File: config.mk
export PLATFORM = sky130hd
export DESIGN_NAME = decimator_gain_control
export DESIGN_NICKNAME = d
export VERILOG_FILES = /design/src/decimator_gain_control.v /design/src/gain_scaler.v
export VERILOG_INCLUDE_DIRS = /design/src
export SDC_FILE = /design/constraint.sdc
export NUM_CORES = 1
export LEC_CHECK = 0
export ABC_AREA = 1
export BUFFER_PORTS_ARGS = -buffer_cell sky130_fd_sc_hd__buf_2
export CAP_MARGIN = 20
export CORE_MARGIN = 2
export CORE_UTILIZATION = 52
export CTS_BUF_LIST = sky130_fd_sc_hd__clkbuf_16
export CTS_CLUSTER_SIZE = 14
export DETAILED_ROUTE_END_ITERATION = 6
export HOLD_SLACK_MARGIN = 0.05
export PLACE_DENSITY = 0.77
export SLEW_MARGIN = 20
export SYNTH_ARGS = -nofsm -noshare
export SYNTH_HDL_FRONTEND = slang
export SYNTH_SLANG_ARGS = --single-unit
File: constraint.sdc
create_clock -name sys_clk -period 18.4 [get_ports sys_clk]
set_input_delay 3.68 -clock sys_clk [delete_from_list [all_inputs] [get_ports sys_clk]]
set_output_delay 3.68 -clock sys_clk [all_outputs]
set_load 0.01 [all_outputs]
File: src/decim_gain_consts.vh
// constants for the decimator gain control block
`ifndef DECIM_GAIN_CONSTS_VH
`define DECIM_GAIN_CONSTS_VH

// register addresses and control reset value
`define GAIN_CTRL_ADDR        8'h14
`define GAIN_READBACK_ADDR    8'h15
`define GAIN_CTRL_RESET       8'h00

// control byte fields
`define GAIN_OVERRIDE_BIT     7
`define GAIN_RESERVED_BIT     6
`define GAIN_COARSE_MSB       5
`define GAIN_COARSE_LSB       3
`define GAIN_FINE_MSB         2
`define GAIN_FINE_LSB         0

// gain factor = numerator / divisor
`define GAIN_NUM_BASE         7'h20
`define GAIN_DIVISOR          24'sh00001A
`define GAIN_NUM_CLIPPING     7'h1A
`define GAIN_NUM_RECOVERY     7'h23

// sample widths and mapping
`define FILTER_WIDTH          16
`define SAMPLE_WIDTH          12
`define MAP_SHIFT             4
`define SAMPLE_POS_LIMIT      24'sh0007FF
`define SAMPLE_NEG_LIMIT      24'shFFF800
`define SAMPLE_POS_FULL       12'h7FF
`define SAMPLE_NEG_FULL       12'h800

`endif

File: src/decimator_gain_control.v
// decimator gain control register and output gain selection
`timescale 1ns/1ps
`default_nettype none
`include "decim_gain_consts.vh"

module decimator_gain_control
(
  input  wire                       sys_clk,
  input  wire                       rst_n,
  input  wire [7:0]                 reg_addr,
  input  wire [7:0]                 reg_wdata,
  input  wire                       reg_wr,
  input  wire                       reg_rd,
  output reg  [7:0]                 reg_rdata,
  input  wire                       overload_recovery_mode,
  input  wire [`FILTER_WIDTH-1:0]   filter_data,
  input  wire                       filter_valid,
  output wire [`SAMPLE_WIDTH-1:0]   sample_out,
  output wire                       sample_valid,
  output wire                       sample_saturated,
  output wire [6:0]                 gain_factor,
  output wire                       custom_gain_override
);

  reg  [7:0]                        gain_ctrl;
  wire [2:0]                        coarse_code;
  wire [2:0]                        fine_code;
  wire [2:0]                        coarse_coeff_value;
  wire [2:0]                        fine_coeff_value;
  wire [6:0]                        custom_num;
  wire [6:0]                        auto_num;
  reg  [6:0]                        next_gain_num;

  // maps a 3-bit code to a signed value, unused codes fold to +2 or -2
  function [2:0] coeff_decode;
    input [2:0] code;
    begin
      case (code)
        3'h3:    coeff_decode = 3'h2;
        3'h2:    coeff_decode = 3'h2;
        3'h1:    coeff_decode = 3'h1;
        3'h0:    coeff_decode = 3'h0;
        3'h7:    coeff_decode = 3'h7;
        3'h6:    coeff_decode = 3'h6;
        3'h5:    coeff_decode = 3'h6;
        3'h4:    coeff_decode = 3'h6;
        default: coeff_decode = 3'h0;
      endcase
    end
  endfunction

  // control byte write, only at the primary address
  always @(posedge sys_clk)
  begin
    if (!rst_n)
      gain_ctrl <= `GAIN_CTRL_RESET;
    else if (reg_wr && reg_addr == `GAIN_CTRL_ADDR)
      gain_ctrl <= reg_wdata;
  end

  // read port: primary address is write-only and reads zero
  always @(posedge sys_clk)
  begin
    if (!rst_n)
      reg_rdata <= 8'h00;
    else if (reg_rd)
    begin
      if (reg_addr == `GAIN_READBACK_ADDR)
        reg_rdata <= gain_ctrl;
      else
        reg_rdata <= 8'h00;
    end
  end

  assign custom_gain_override = gain_ctrl[`GAIN_OVERRIDE_BIT];
  assign coarse_code = gain_ctrl[`GAIN_COARSE_MSB:`GAIN_COARSE_LSB];
  assign fine_code   = gain_ctrl[`GAIN_FINE_MSB:`GAIN_FINE_LSB];

  assign coarse_coeff_value = coeff_decode(coarse_code);
  assign fine_coeff_value   = coeff_decode(fine_code);

  // numerator over the fixed divisor, wraps safely since result is 22..42
  assign custom_num = `GAIN_NUM_BASE
                    + {{2{coarse_coeff_value[2]}}, coarse_coeff_value, 2'b00}
                    + {{4{fine_coeff_value[2]}}, fine_coeff_value};

  // 26/26 is 0 dB, 35/26 is about 2.6 dB
  assign auto_num = overload_recovery_mode ? `GAIN_NUM_RECOVERY
                                           : `GAIN_NUM_CLIPPING;

  always @*
  begin
    if (custom_gain_override)
      next_gain_num = custom_num;
    else
      next_gain_num = auto_num;
  end

  gain_scaler u_scaler
  (
    .sys_clk          (sys_clk),
    .rst_n            (rst_n),
    .filter_data      (filter_data),
    .filter_valid     (filter_valid),
    .gain_num         (next_gain_num),
    .sample_out       (sample_out),
    .sample_valid     (sample_valid),
    .sample_saturated (sample_saturated),
    .applied_num      (gain_factor)
  );

endmodule

`default_nettype wire

File: src/gain_scaler.v
// two-stage scaler: applies gain factor and maps to 12-bit samples
`timescale 1ns/1ps
`default_nettype none
`include "decim_gain_consts.vh"

module gain_scaler
(
  input  wire                       sys_clk,
  input  wire                       rst_n,
  input  wire [`FILTER_WIDTH-1:0]   filter_data,
  input  wire                       filter_valid,
  input  wire [6:0]                 gain_num,
  output reg  [`SAMPLE_WIDTH-1:0]   sample_out,
  output reg                        sample_valid,
  output reg                        sample_saturated,
  output reg  [6:0]                 applied_num
);

  reg  signed [`FILTER_WIDTH-1:0]   held_data;
  reg         [6:0]                 held_num;
  reg                               held_valid;
  wire signed [23:0]                product;
  wire signed [23:0]                quotient;
  wire signed [23:0]                mapped;

  // gain captured with the sample so a later write never touches it
  always @(posedge sys_clk)
  begin
    if (!rst_n)
    begin
      held_data  <= {`FILTER_WIDTH{1'b0}};
      held_num   <= `GAIN_NUM_CLIPPING;
      held_valid <= 1'b0;
    end
    else
    begin
      held_valid <= filter_valid;
      if (filter_valid)
      begin
        held_data <= filter_data;
        held_num  <= gain_num;
      end
    end
  end

  // scale by numerator over divisor, then drop to the output word
  assign product  = held_data * $signed({1'b0, held_num});
  assign quotient = product / `GAIN_DIVISOR;
  assign mapped   = quotient >>> `MAP_SHIFT;

  always @(posedge sys_clk)
  begin
    if (!rst_n)
    begin
      sample_out       <= {`SAMPLE_WIDTH{1'b0}};
      sample_valid     <= 1'b0;
      sample_saturated <= 1'b0;
      applied_num      <= `GAIN_NUM_CLIPPING;
    end
    else
    begin
      sample_valid <= held_valid;
      if (held_valid)
      begin
        applied_num <= held_num;
        if (mapped > `SAMPLE_POS_LIMIT)
        begin
          sample_out       <= `SAMPLE_POS_FULL;
          sample_saturated <= 1'b1;
        end
        else if (mapped < `SAMPLE_NEG_LIMIT)
        begin
          sample_out       <= `SAMPLE_NEG_FULL;
          sample_saturated <= 1'b1;
        end
        else
        begin
          sample_out       <= mapped[`SAMPLE_WIDTH-1:0];
          sample_saturated <= 1'b0;
        end
      end
    end
  end

endmodule

`default_nettype wire
Word-level counts from Yosys, hierarchy flattened
Memory sizes are Yosys's and may differ from the RTL's. A register that Yosys moved wholly into a read port is not among the register bits.
Cells that the tools add are included.
Widths: inputs -> output; s select.

word-level totals
  memories kept = 2
  input port bits = 38
  latch bits = 0
  ROM bits = 48
  word-level logic and storage cells = 31
  memory bits (writable) = 0
  output and inout bits = 30
  register bits after elaboration = 61

memories
  memory            words  width  read ports  clocked after memory_dff  wr ports  line                         text
  (name not given)  8      3      1           1                         0         decimator_gain_control.v:38  case (code)
  (name not given)  8      3      1           1                         0         decimator_gain_control.v:38

operators by class
  bitwise gates (word level) = 0
  order comparisons = 2
  shifts and indexed selects = 0
  reductions and logical operators = 1
  multiply operators = 1
  multiplexer cells = 11
  equality and inequality tests = 2
  div/mod/pow operators = 1
  add/sub/neg operators = 2

operators with widths
  cell                   number
  $div 24x6->24 const B  1
  $mul 16x8->24          1
  $mux 12                2
  $gt 20x12->1 const B   1
  $lt 20x12->1 const B   1
  $eq 8x5->1 const B     2
  $mux 3                 4
  $mux 8                 1
  $add 6x7->7 const A    1
  $add 7x7->7            1
  $mux 7                 1
  $mux 6                 1
  $mux 1                 2
  $logic_and 1x1->1      1

Logic depth before layout (Yosys ltp)
Gate-level depths: netlist of run 1.

  depth in word-level cells = 5
  gate-level depth with buffers = 132

By module
A second synthesis of run 1 with hierarchy kept.

second synthesis, totals
  cells, all modules = 1758
  area total of the unflattened synthesis = 11283.3 µm²

by module, submodules not included
  module                  area an instance (µm²)  cells an instance  instances
  gain_scaler             10131.0                 1608               1
  decimator_gain_control  1152.4                  150                1

Worst setup path after synthesis of run 1
OpenSTA, ideal clock, no wires.

  path kind = register to register
  from = register u_scaler.held_num[4]
  to = register u_scaler.sample_out[10]
  period minus slack after synthesis = 12467 ps
  setup slack = 5933 ps
  arrival time = 12346 ps
  stages on the path, launching flop included = 117
  cell sequence = dfxtp_1 > clkbuf_1 > clkbuf_1 > nand2_1 > fa_1 > inv_1 > fa_1 > fa_1 > inv_1 > fa_1 > inv_1 > ha_1 > nand2_1 > inv_1 > nand2_1 > nand2_1 > inv_1 > nand2_1 > [... 81 more ...] > nand2_2 > nand3b_2 > nand2_2 > nand2_2 > nand2_1 > nand2_1 > nand2_2 > nand2_4 > nand3_2 > o21bai_2 > nand4_1 > nand2_1 > nand2_1 > o21bai_1 > nand2_1 > inv_2 > buf_6 > a21oi_2

between the ends
  word-level cells in the longest chain between the ends = 5

ends and longest elaborated chain
  element                             line              text
  from (decl)                         gain_scaler.v:20  reg [6:0] held_num;
  from (signal assigned)              gain_scaler.v:32  held_num <= `GAIN_NUM_CLIPPING;
  from (signal assigned)              gain_scaler.v:41  held_num <= gain_num;
  $mul 16x8->24 (*)                   gain_scaler.v:47  assign product = held_data * $signed({1'b0, held_num});
  $div 24x6->24 (no source line) (*)  n/a
  $lt 20x12->1 (no source line)       n/a
  $mux 12                             gain_scaler.v:71  else if (mapped < `SAMPLE_NEG_LIMIT)
  $mux 12 (*)                         gain_scaler.v:66  if (mapped > `SAMPLE_POS_LIMIT)
  to (signal assigned)                gain_scaler.v:68  sample_out <= `SAMPLE_POS_FULL;
  to (signal assigned)                gain_scaler.v:73  sample_out <= `SAMPLE_NEG_FULL;
  to (signal assigned)                gain_scaler.v:78  sample_out <= mapped[`SAMPLE_WIDTH-1:0];
  to (decl)                           gain_scaler.v:13  output reg [`SAMPLE_WIDTH-1:0] sample_out,

Mark *: on every way between the ends. The rest lies on a longest branch, timed or not.
A chain may end at the register's enable or synchronous reset.

Worst setup path after layout of run 1
  from = register u_scaler.held_num[2]
  to = register u_scaler.sample_out[0]

The elaborated chain is that of the path after synthesis.

==> impl_metrics.csv, run 1 <==
group,metric,value,unit
run_status,run_status,"finished clean",
routing,drt_pre_antenna_iters,5,
finish,antenna_cells,0,
grt,grt_pass1_vias,10131,
clock_network,tritoncts,"built",
critical_path,worst-r2r-cell-count,107,
critical_path,timing.critical_path.slowest_stage_cell,"sky130_fd_sc_hd__dfxtp_1",
critical_path,worstPathRequired,18.60,ns
yosys,post_synthesis_instance_area,10900,µm²
grt,top_usage_layer,"met2",
flow_run,cap_viol_max_count,0,
grt,grtUsageMet2,42.5,%
finish,drive_gt1_share,18.0,%
sta,totalNegativeSetupSlack,0,ns
grt,global_routing_met1_resource_utilization,32.6,%
clock_network,cts-buffers-inserted,9,
critical_path,crit_path_start,"u_scaler.held_num[2]",
sta,fmax,0.0687,GHz
die,core,20400,µm²
critical_path,rrSetupSlack,3.85,ns
finish,layout.filler_cells,1882,
sta,finalSetupViolations,0,
yosys,synth-warning-count,0,
routing,vias,10018,
sta,min_period,14.55,ns
clock_network,clock_slew_seen_by_the_registers_of_the_worst_setup_and_hold_paths,0.06,ns
routing,post_drt_via_cell_ratio,5.15,
finish,area_delta_synth_final,7.44,%
critical_path,crit_fanout,36,
sta,clock_skew,0.00635,ns
die,initial_utilization,53.3,%
grt,maximum_number_of_pins_on_one_net_before_global_route_repair,52,
clock_network,cts.hold.buffers_added,0,
clock_network,count_of_cells_resized_by_post_cts_repair,0,
sta,rsz0062_at_grt,"no",
die,number_of_placement_rows,52,
yosys,syn-instance-count,1643,
placement,place.port_buffers,67,
die,floorplan.die_area,22100,µm²
clock_network,clock-sinks,67,
critical_path,critical-path-max-stage-delay,0.82,ns
finish,post-route-cell-area,11700,µm²
clock_network,cts-htree-levels,3,
grt,grt_first_pass_wirelength,45600,µm
clock_network,cts-root-to-sink-buffers,2,
sta,timing_hold_violations_final,0,
critical_path,reg2reg_to,"u_scaler.sample_out[0]",
routing,dr_iter_0_viols,654,
yosys,synth.ff_latch_count,67,
routing,drt-wirelength-per-cell,13.1,µm
die,pin_count,68,
worst_hold_path,worst_hold_path_type,"reg2reg",
grt,gr-usage-met3,3.28,%
die,die-width,149,µm
placement,postPlaceCellArea,11300,µm²
sta,worstMarginPinSlew,0.818,ns
clock_network,cts-root-buf,"sky130_fd_sc_hd__clkbuf_16",
yosys,syn_nets,1824,
clock_network,clkLatencyLatePin,0.34,ns
worst_hold_path,holdPathStages,2,
critical_path,cp_data_arrival_time,14.75,ns
finish,nNetsFinal,1853,
critical_path,worstSetupStartpointType,"flip-flop",
placement,dp_hpwl,20600,µm
grt,overflow,0,
yosys,yosysSeqAreaShare,12.4,%
critical_path,critical_path.most_common_cell,"sky130_fd_sc_hd__nand2_2",
sta,worst_rel_slew_slack,45.4,%
sta,slew_viol_final,0,
critical_path,cp-endpoint,"u_scaler.sample_out[0]",
routing,wl,25500,µm
routing,drcViolationCount,0,
grt,gr-usage-all-layers,24.7,%
sta,period_share,79.1,%
routing,route.antenna.remaining_nets,0,
grt,grt_antenna_before_repair,0,
die,die-height,149,µm
critical_path,worstSetupEndpointType,"flip-flop",
clock_network,cts.repair_timing.setup_buffer_count,0,
yosys,synthesis.area_per_instance,6.61,µm²
yosys,post_synth_num_cell_types,54,
critical_path,path_class,"reg2reg",
placement,place_congestion,0.946,
critical_path,critical_path.reg2reg.startpoint,"u_scaler.held_num[2]",
worst min path at each step:
stage                   startpoint              endpoint  slack (ns)
2_1_floorplan  fine_coeff_value[1]  u_scaler.held_num[1]        0.42
3_3_place_gp   fine_coeff_value[1]  u_scaler.held_num[1]        0.43
3_5_place_dp   fine_coeff_value[1]  u_scaler.held_num[1]        0.44
4_1_cts        fine_coeff_value[1]  u_scaler.held_num[1]        0.46
5_1_grt               gain_ctrl[3]          reg_rdata[3]        0.49
6_report       fine_coeff_value[1]  u_scaler.held_num[1]        0.45
stage by stage:
step / std cells / util [%] / hold WS [ns] / setup WS [ns]
2_1_floorplan: 1643 / - / 0.421 / 5.93
3_3_place_gp: 1931 / 55.5 / 0.432 / 4.60
3_5_place_dp: 1931 / 55.5 / 0.443 / 4.08
4_1_cts: 1946 / 57.3 / 0.457 / 3.97
5_1_grt: 1946 / 57.3 / 0.492 / 2.36
6_report: 1946 / 57.3 / 0.451 / 3.85
worst max-delay path: cells and delay by family, from the launching register on:
| family | cells | cell delay [ns] |
|---|---|---|
| and+or+nand+nor | 86 | 8.92 |
| buffers and inverters | 7 | 0.67 |
| AOI/OAI and AO/OA | 9 | 1.47 |
| adders and majority gates | 5 | 2.52 |
| DFF | 1 | 0.82 |
synthesized netlist by cell type, drive strengths merged:
master / count / area, µm²
nand2: 517 / 2410
inv: 354 / 1330
nor2: 124 / 528
nand3: 115 / 736
fa: 87 / 1740
o21ai: 78 / 420
dfxtp: 67 / 1340
ha: 56 / 701
a21oi: 52 / 305
clkbuf: 39 / 156
xor2: 37 / 362
nand4: 32 / 206
nand3b: 12 / 93.8
xnor2: 12 / 105
buf: 10 / 73.8
nor3: 9 / 45.0
o21a: 7 / 52.6
clkinv: 4 / 20.0
nor4: 4 / 25.0
o21bai: 4 / 33.8
a21o: 3 / 22.5
and2: 3 / 20.0
a21boi: 2 / 15.0
nor3b: 2 / 20.0
o211ai: 2 / 15.0
o22ai: 2 / 12.5
o31ai: 2 / 15.0
o41ai: 2 / 17.5
or2: 2 / 12.5
a211oi: 1 / 7.51
clkdlybuf4s50: 1 / 11.3
nor4b: 1 / 8.76
final cells by class:
type | instances | area (µm²) | share of cell area [%]
Inverter | 358 | 1350 | 11.6
Clock inverter | 6 | 138 | 1.18
Timing Repair Buffer | 68 | 343 | 2.94
Sequential cell | 67 | 1340 | 11.5
Tap cell | 270 | 338 | 2.90
Multi-Input combinational cell | 1168 | 7930 | 68.0
Clock buffer | 9 | 225 | 1.93
per-layer routing:
layer / up-vias / wire [µm]
met5: - / 0
met4: 0 / 598
met3: 58 / 1500
met2: 295 / 12100
met1: 4609 / 11400
li1: 5056 / -
state kept, by name, summed over array words and instances (netlist names):
name	count
gain_ctrl	8
u_scaler.held_num	7
fine_coeff_value	3
u_scaler.held_data	16
u_scaler.held_valid	1
reg_rdata	8
u_scaler.applied_num	7
u_scaler.sample_valid	1
u_scaler.sample_saturated	1
u_scaler.sample_out	12
coarse_coeff_value	3
cell families (layout without fill, tap and decap cells):
logic type	count (synthesis)	count (layout)	share of synthesized area [%]
and+or+nand+nor	821	821	37.8
adders and majority gates	143	143	22.5
AOI/OAI and AO/OA	155	155	8.45
DFF	67	67	12.4
buffers and inverters	408	441	14.6
xor gates and xnor gates	49	49	4.30
layout by cell type (no fill, tap or decap), types with 3 or more instances in the layout:
cell type	n
sky130_fd_sc_hd__a21o_1	3
sky130_fd_sc_hd__a21oi_1	40
sky130_fd_sc_hd__a21oi_2	12
sky130_fd_sc_hd__buf_2	67
sky130_fd_sc_hd__bufinv_16	4
sky130_fd_sc_hd__clkbuf_16	9
sky130_fd_sc_hd__clkinv_1	3
sky130_fd_sc_hd__dfxtp_1	67
sky130_fd_sc_hd__fa_1	87
sky130_fd_sc_hd__ha_1	56
sky130_fd_sc_hd__inv_1	334
sky130_fd_sc_hd__inv_2	20
sky130_fd_sc_hd__nand2_1	391
sky130_fd_sc_hd__nand2_2	96
sky130_fd_sc_hd__nand2_4	30
sky130_fd_sc_hd__nand3_1	89
sky130_fd_sc_hd__nand3_2	22
sky130_fd_sc_hd__nand3_4	4
sky130_fd_sc_hd__nand3b_1	11
sky130_fd_sc_hd__nand4_1	31
sky130_fd_sc_hd__nor2_1	107
sky130_fd_sc_hd__nor2_2	13
sky130_fd_sc_hd__nor2_4	4
sky130_fd_sc_hd__nor3_1	9
sky130_fd_sc_hd__nor4_1	4
sky130_fd_sc_hd__o21a_1	7
sky130_fd_sc_hd__o21ai_0	62
sky130_fd_sc_hd__o21ai_1	10
sky130_fd_sc_hd__o21ai_2	5
sky130_fd_sc_hd__o21bai_1	3
sky130_fd_sc_hd__xnor2_1	12
sky130_fd_sc_hd__xor2_1	35
Power of run 1 is not shown: default switching activity piles up to over one toggle a cycle in this logic, so the estimate is an artifact.
==> run 2: changes to the inputs <==
==> constraint.sdc (replaced) <==
create_clock -name sys_clk -period 14.4 [get_ports sys_clk]
set_input_delay 2.88 -clock sys_clk [delete_from_list [all_inputs] [get_ports sys_clk]]
set_output_delay 2.88 -clock sys_clk [all_outputs]
set_load 0.01 [all_outputs]
==> impl_metrics.csv, run 2 (synthesized netlist as in run 1, its figures left out) <==
group,metric,value,unit
run_status,run_status,"finished clean",
clock_network,cts-root-to-sink-buffers,2,
grt,maximum_number_of_pins_on_one_net_before_global_route_repair,52,
critical_path,path_class,"reg2reg",
critical_path,critical_path.most_common_cell,"sky130_fd_sc_hd__nand2_4",
sta,finalSetupViolations,0,
clock_network,clock-sinks,67,
sta,clock_skew,0.00941,ns
clock_network,clock_slew_seen_by_the_registers_of_the_worst_setup_and_hold_paths,0.06,ns
critical_path,worst-r2r-cell-count,111,
clock_network,cts-root-buf,"sky130_fd_sc_hd__clkbuf_16",
finish,layout_commonest_cell,"sky130_fd_sc_hd__nand2_1",
grt,gr-usage-all-layers,24.0,%
worst_hold_path,worst_hold_path_type,"reg2reg",
die,number_of_placement_rows,52,
die,die-width,149,µm
finish,layout.cells.non_filler,1985,
worst_hold_path,holdPathStages,2,
placement,place.port_buffers,67,
clock_network,cts-htree-levels,3,
placement,place_inst,1932,
finish,reg_top3,"u_scaler.held_data (16), u_scaler.sample_out (12)",
sta,slew_viol_final,0,
routing,vias,10269,
finish,largest-register,"u_scaler.held_data",
critical_path,timing.critical_path.slowest_stage_cell,"sky130_fd_sc_hd__fa_1",
die,floorplan.die_area,22100,µm²
finish,layout.filler_cells,1747,
finish,antenna_cells,0,
routing,drcViolationCount,0,
sta,fmax,0.0735,GHz
sta,worst_rel_slew_slack,45.7,%
flow_run,cap_viol_max_count,0,
die,initial_utilization,53.3,%
placement,dp_hpwl,20200,µm
finish,largest_register_ff_count,16,
critical_path,worstPathRequired,14.66,ns
sta,hold-worst-slack,0.465,ns
clock_network,cts.hold.buffers_added,0,
sta,timing_hold_violations_final,0,
die,core,20400,µm²
routing,route.antenna.remaining_nets,0,
sta,totalNegativeSetupSlack,0,ns
finish,mostFrequentLayoutCells,"sky130_fd_sc_hd__nand2_1 (367), sky130_fd_sc_hd__inv_1 (334), sky130_fd_sc_hd__nand2_2 (111), sky130_fd_sc_hd__nor2_1 (95), sky130_fd_sc_hd__fa_1 (84)",
routing,dr_iter_0_viols,682,
finish,area_delta_synth_final,14.8,%
critical_path,worstSetupStartpointType,"flip-flop",
die,pin_count,68,
finish,nNetsFinal,1891,
finish,drive_gt1_share,25.2,%
placement,place_congestion,0.945,
clock_network,cts-buffers-inserted,9,
critical_path,crit_fanout,8,
clock_network,tritoncts,"built",
routing,drt_pre_antenna_iters,5,
critical_path,worstSetupEndpointType,"flip-flop",
die,die-height,149,µm
grt,grt_antenna_before_repair,0,
routing,drt-wirelength-per-cell,13.7,µm
routing,post_drt_via_cell_ratio,5.17,
clock_network,clkLatencyLatePin,0.33,ns
sta,min_period,13.60,ns
grt,overflow,0,
grt,grt_pass1_vias,9787,
sta,worstMarginPinSlew,0.815,ns
critical_path,cp_data_arrival_time,13.86,ns
critical_path,critical-path-max-stage-delay,0.56,ns
sta,period_share,94.4,%
grt,grt_first_pass_wirelength,44500,µm
routing,wl,27100,µm
==> run 2: changes by cell type in the layout (fill, tap and decap cells not counted), moves of 12 or more <==
cell,change
sky130_fd_sc_hd__buf_4,+32
sky130_fd_sc_hd__ha_1,-13
sky130_fd_sc_hd__nand2_2,+15
sky130_fd_sc_hd__nand2_1,-24
sky130_fd_sc_hd__dfxtp_2,+15
sky130_fd_sc_hd__nor2_1,-12
sky130_fd_sc_hd__dfxtp_1,-19
==> run 2: repair_timing <==
action	in CTS	in global routing
endpoints found under the setup margin	12	13
hold endpoints to repair	0	0
gates resized for setup	1	136
pin swaps	0	40
setup buffers	0	34
gates cloned	0	3
==> run 2: metal layers <==
| layer | share of wire, % | wire [µm] | vias up | global-route usage [%] |
|---|---|---|---|---|
| met5 | 0 | 0 | - | 0 |
| met4 | 1.8 | 490 | 0 | 5.05 |
| met3 | 5.7 | 1560 | 43 | 3.19 |
| met2 | 49 | 13200 | 267 | 42.2 |
| met1 | 44 | 11900 | 4815 | 31.7 |
| li1 | - | - | 5144 | - |
==> run 2: area by class of cell <==
cell class | instances | area (µm²) | share of cell area, %
Multi-Input combinational cell | 1171 | 8420 | 67.5
Sequential cell | 67 | 1380 | 11.0
Inverter | 358 | 1350 | 10.9
Timing Repair Buffer | 103 | 617 | 4.95
Tap cell | 270 | 338 | 2.71
Clock buffer | 9 | 225 | 1.81
Clock inverter | 7 | 141 | 1.13
==> run 2: critical path, delay by kind of cell, from the launching register on <==
family                     cells  cell delay [ns]
adders and majority gates      5             2.48
buffers and inverters         10             0.81
xor gates and xnor gates       1             0.43
DFF                            1             0.42
and+or+nand+nor               91             8.71
AOI/OAI and AO/OA              4             0.67
==> run 2: path summary, 6_finish.rpt <==
check / end / startpoint / slack (ns)
hold reg to reg: reg_rdata[3] / gain_ctrl[3] / 0.46
setup / recovery: u_scaler.sample_out[3] / u_scaler.held_data[10] / 0.80
setup reg to reg: u_scaler.sample_out[3] / u_scaler.held_data[10] / 0.80
hold / removal: reg_rdata[3] / gain_ctrl[3] / 0.46
==> run 2: stage by stage <==
stage / instance area, µm² / setup slack, ns / util (%)
2_1_floorplan: 10900 / 1.93 / -
3_3_place_gp: 11300 / 0.616 / 55.5
3_5_place_dp: 11300 / 0.0570 / 55.5
4_1_cts: 11700 / 0.0153 / 57.3
5_1_grt: 12500 / -0.210 / 61.2
6_report: 12500 / 0.802 / 61.2
Power of run 2 is left out for the same reason.
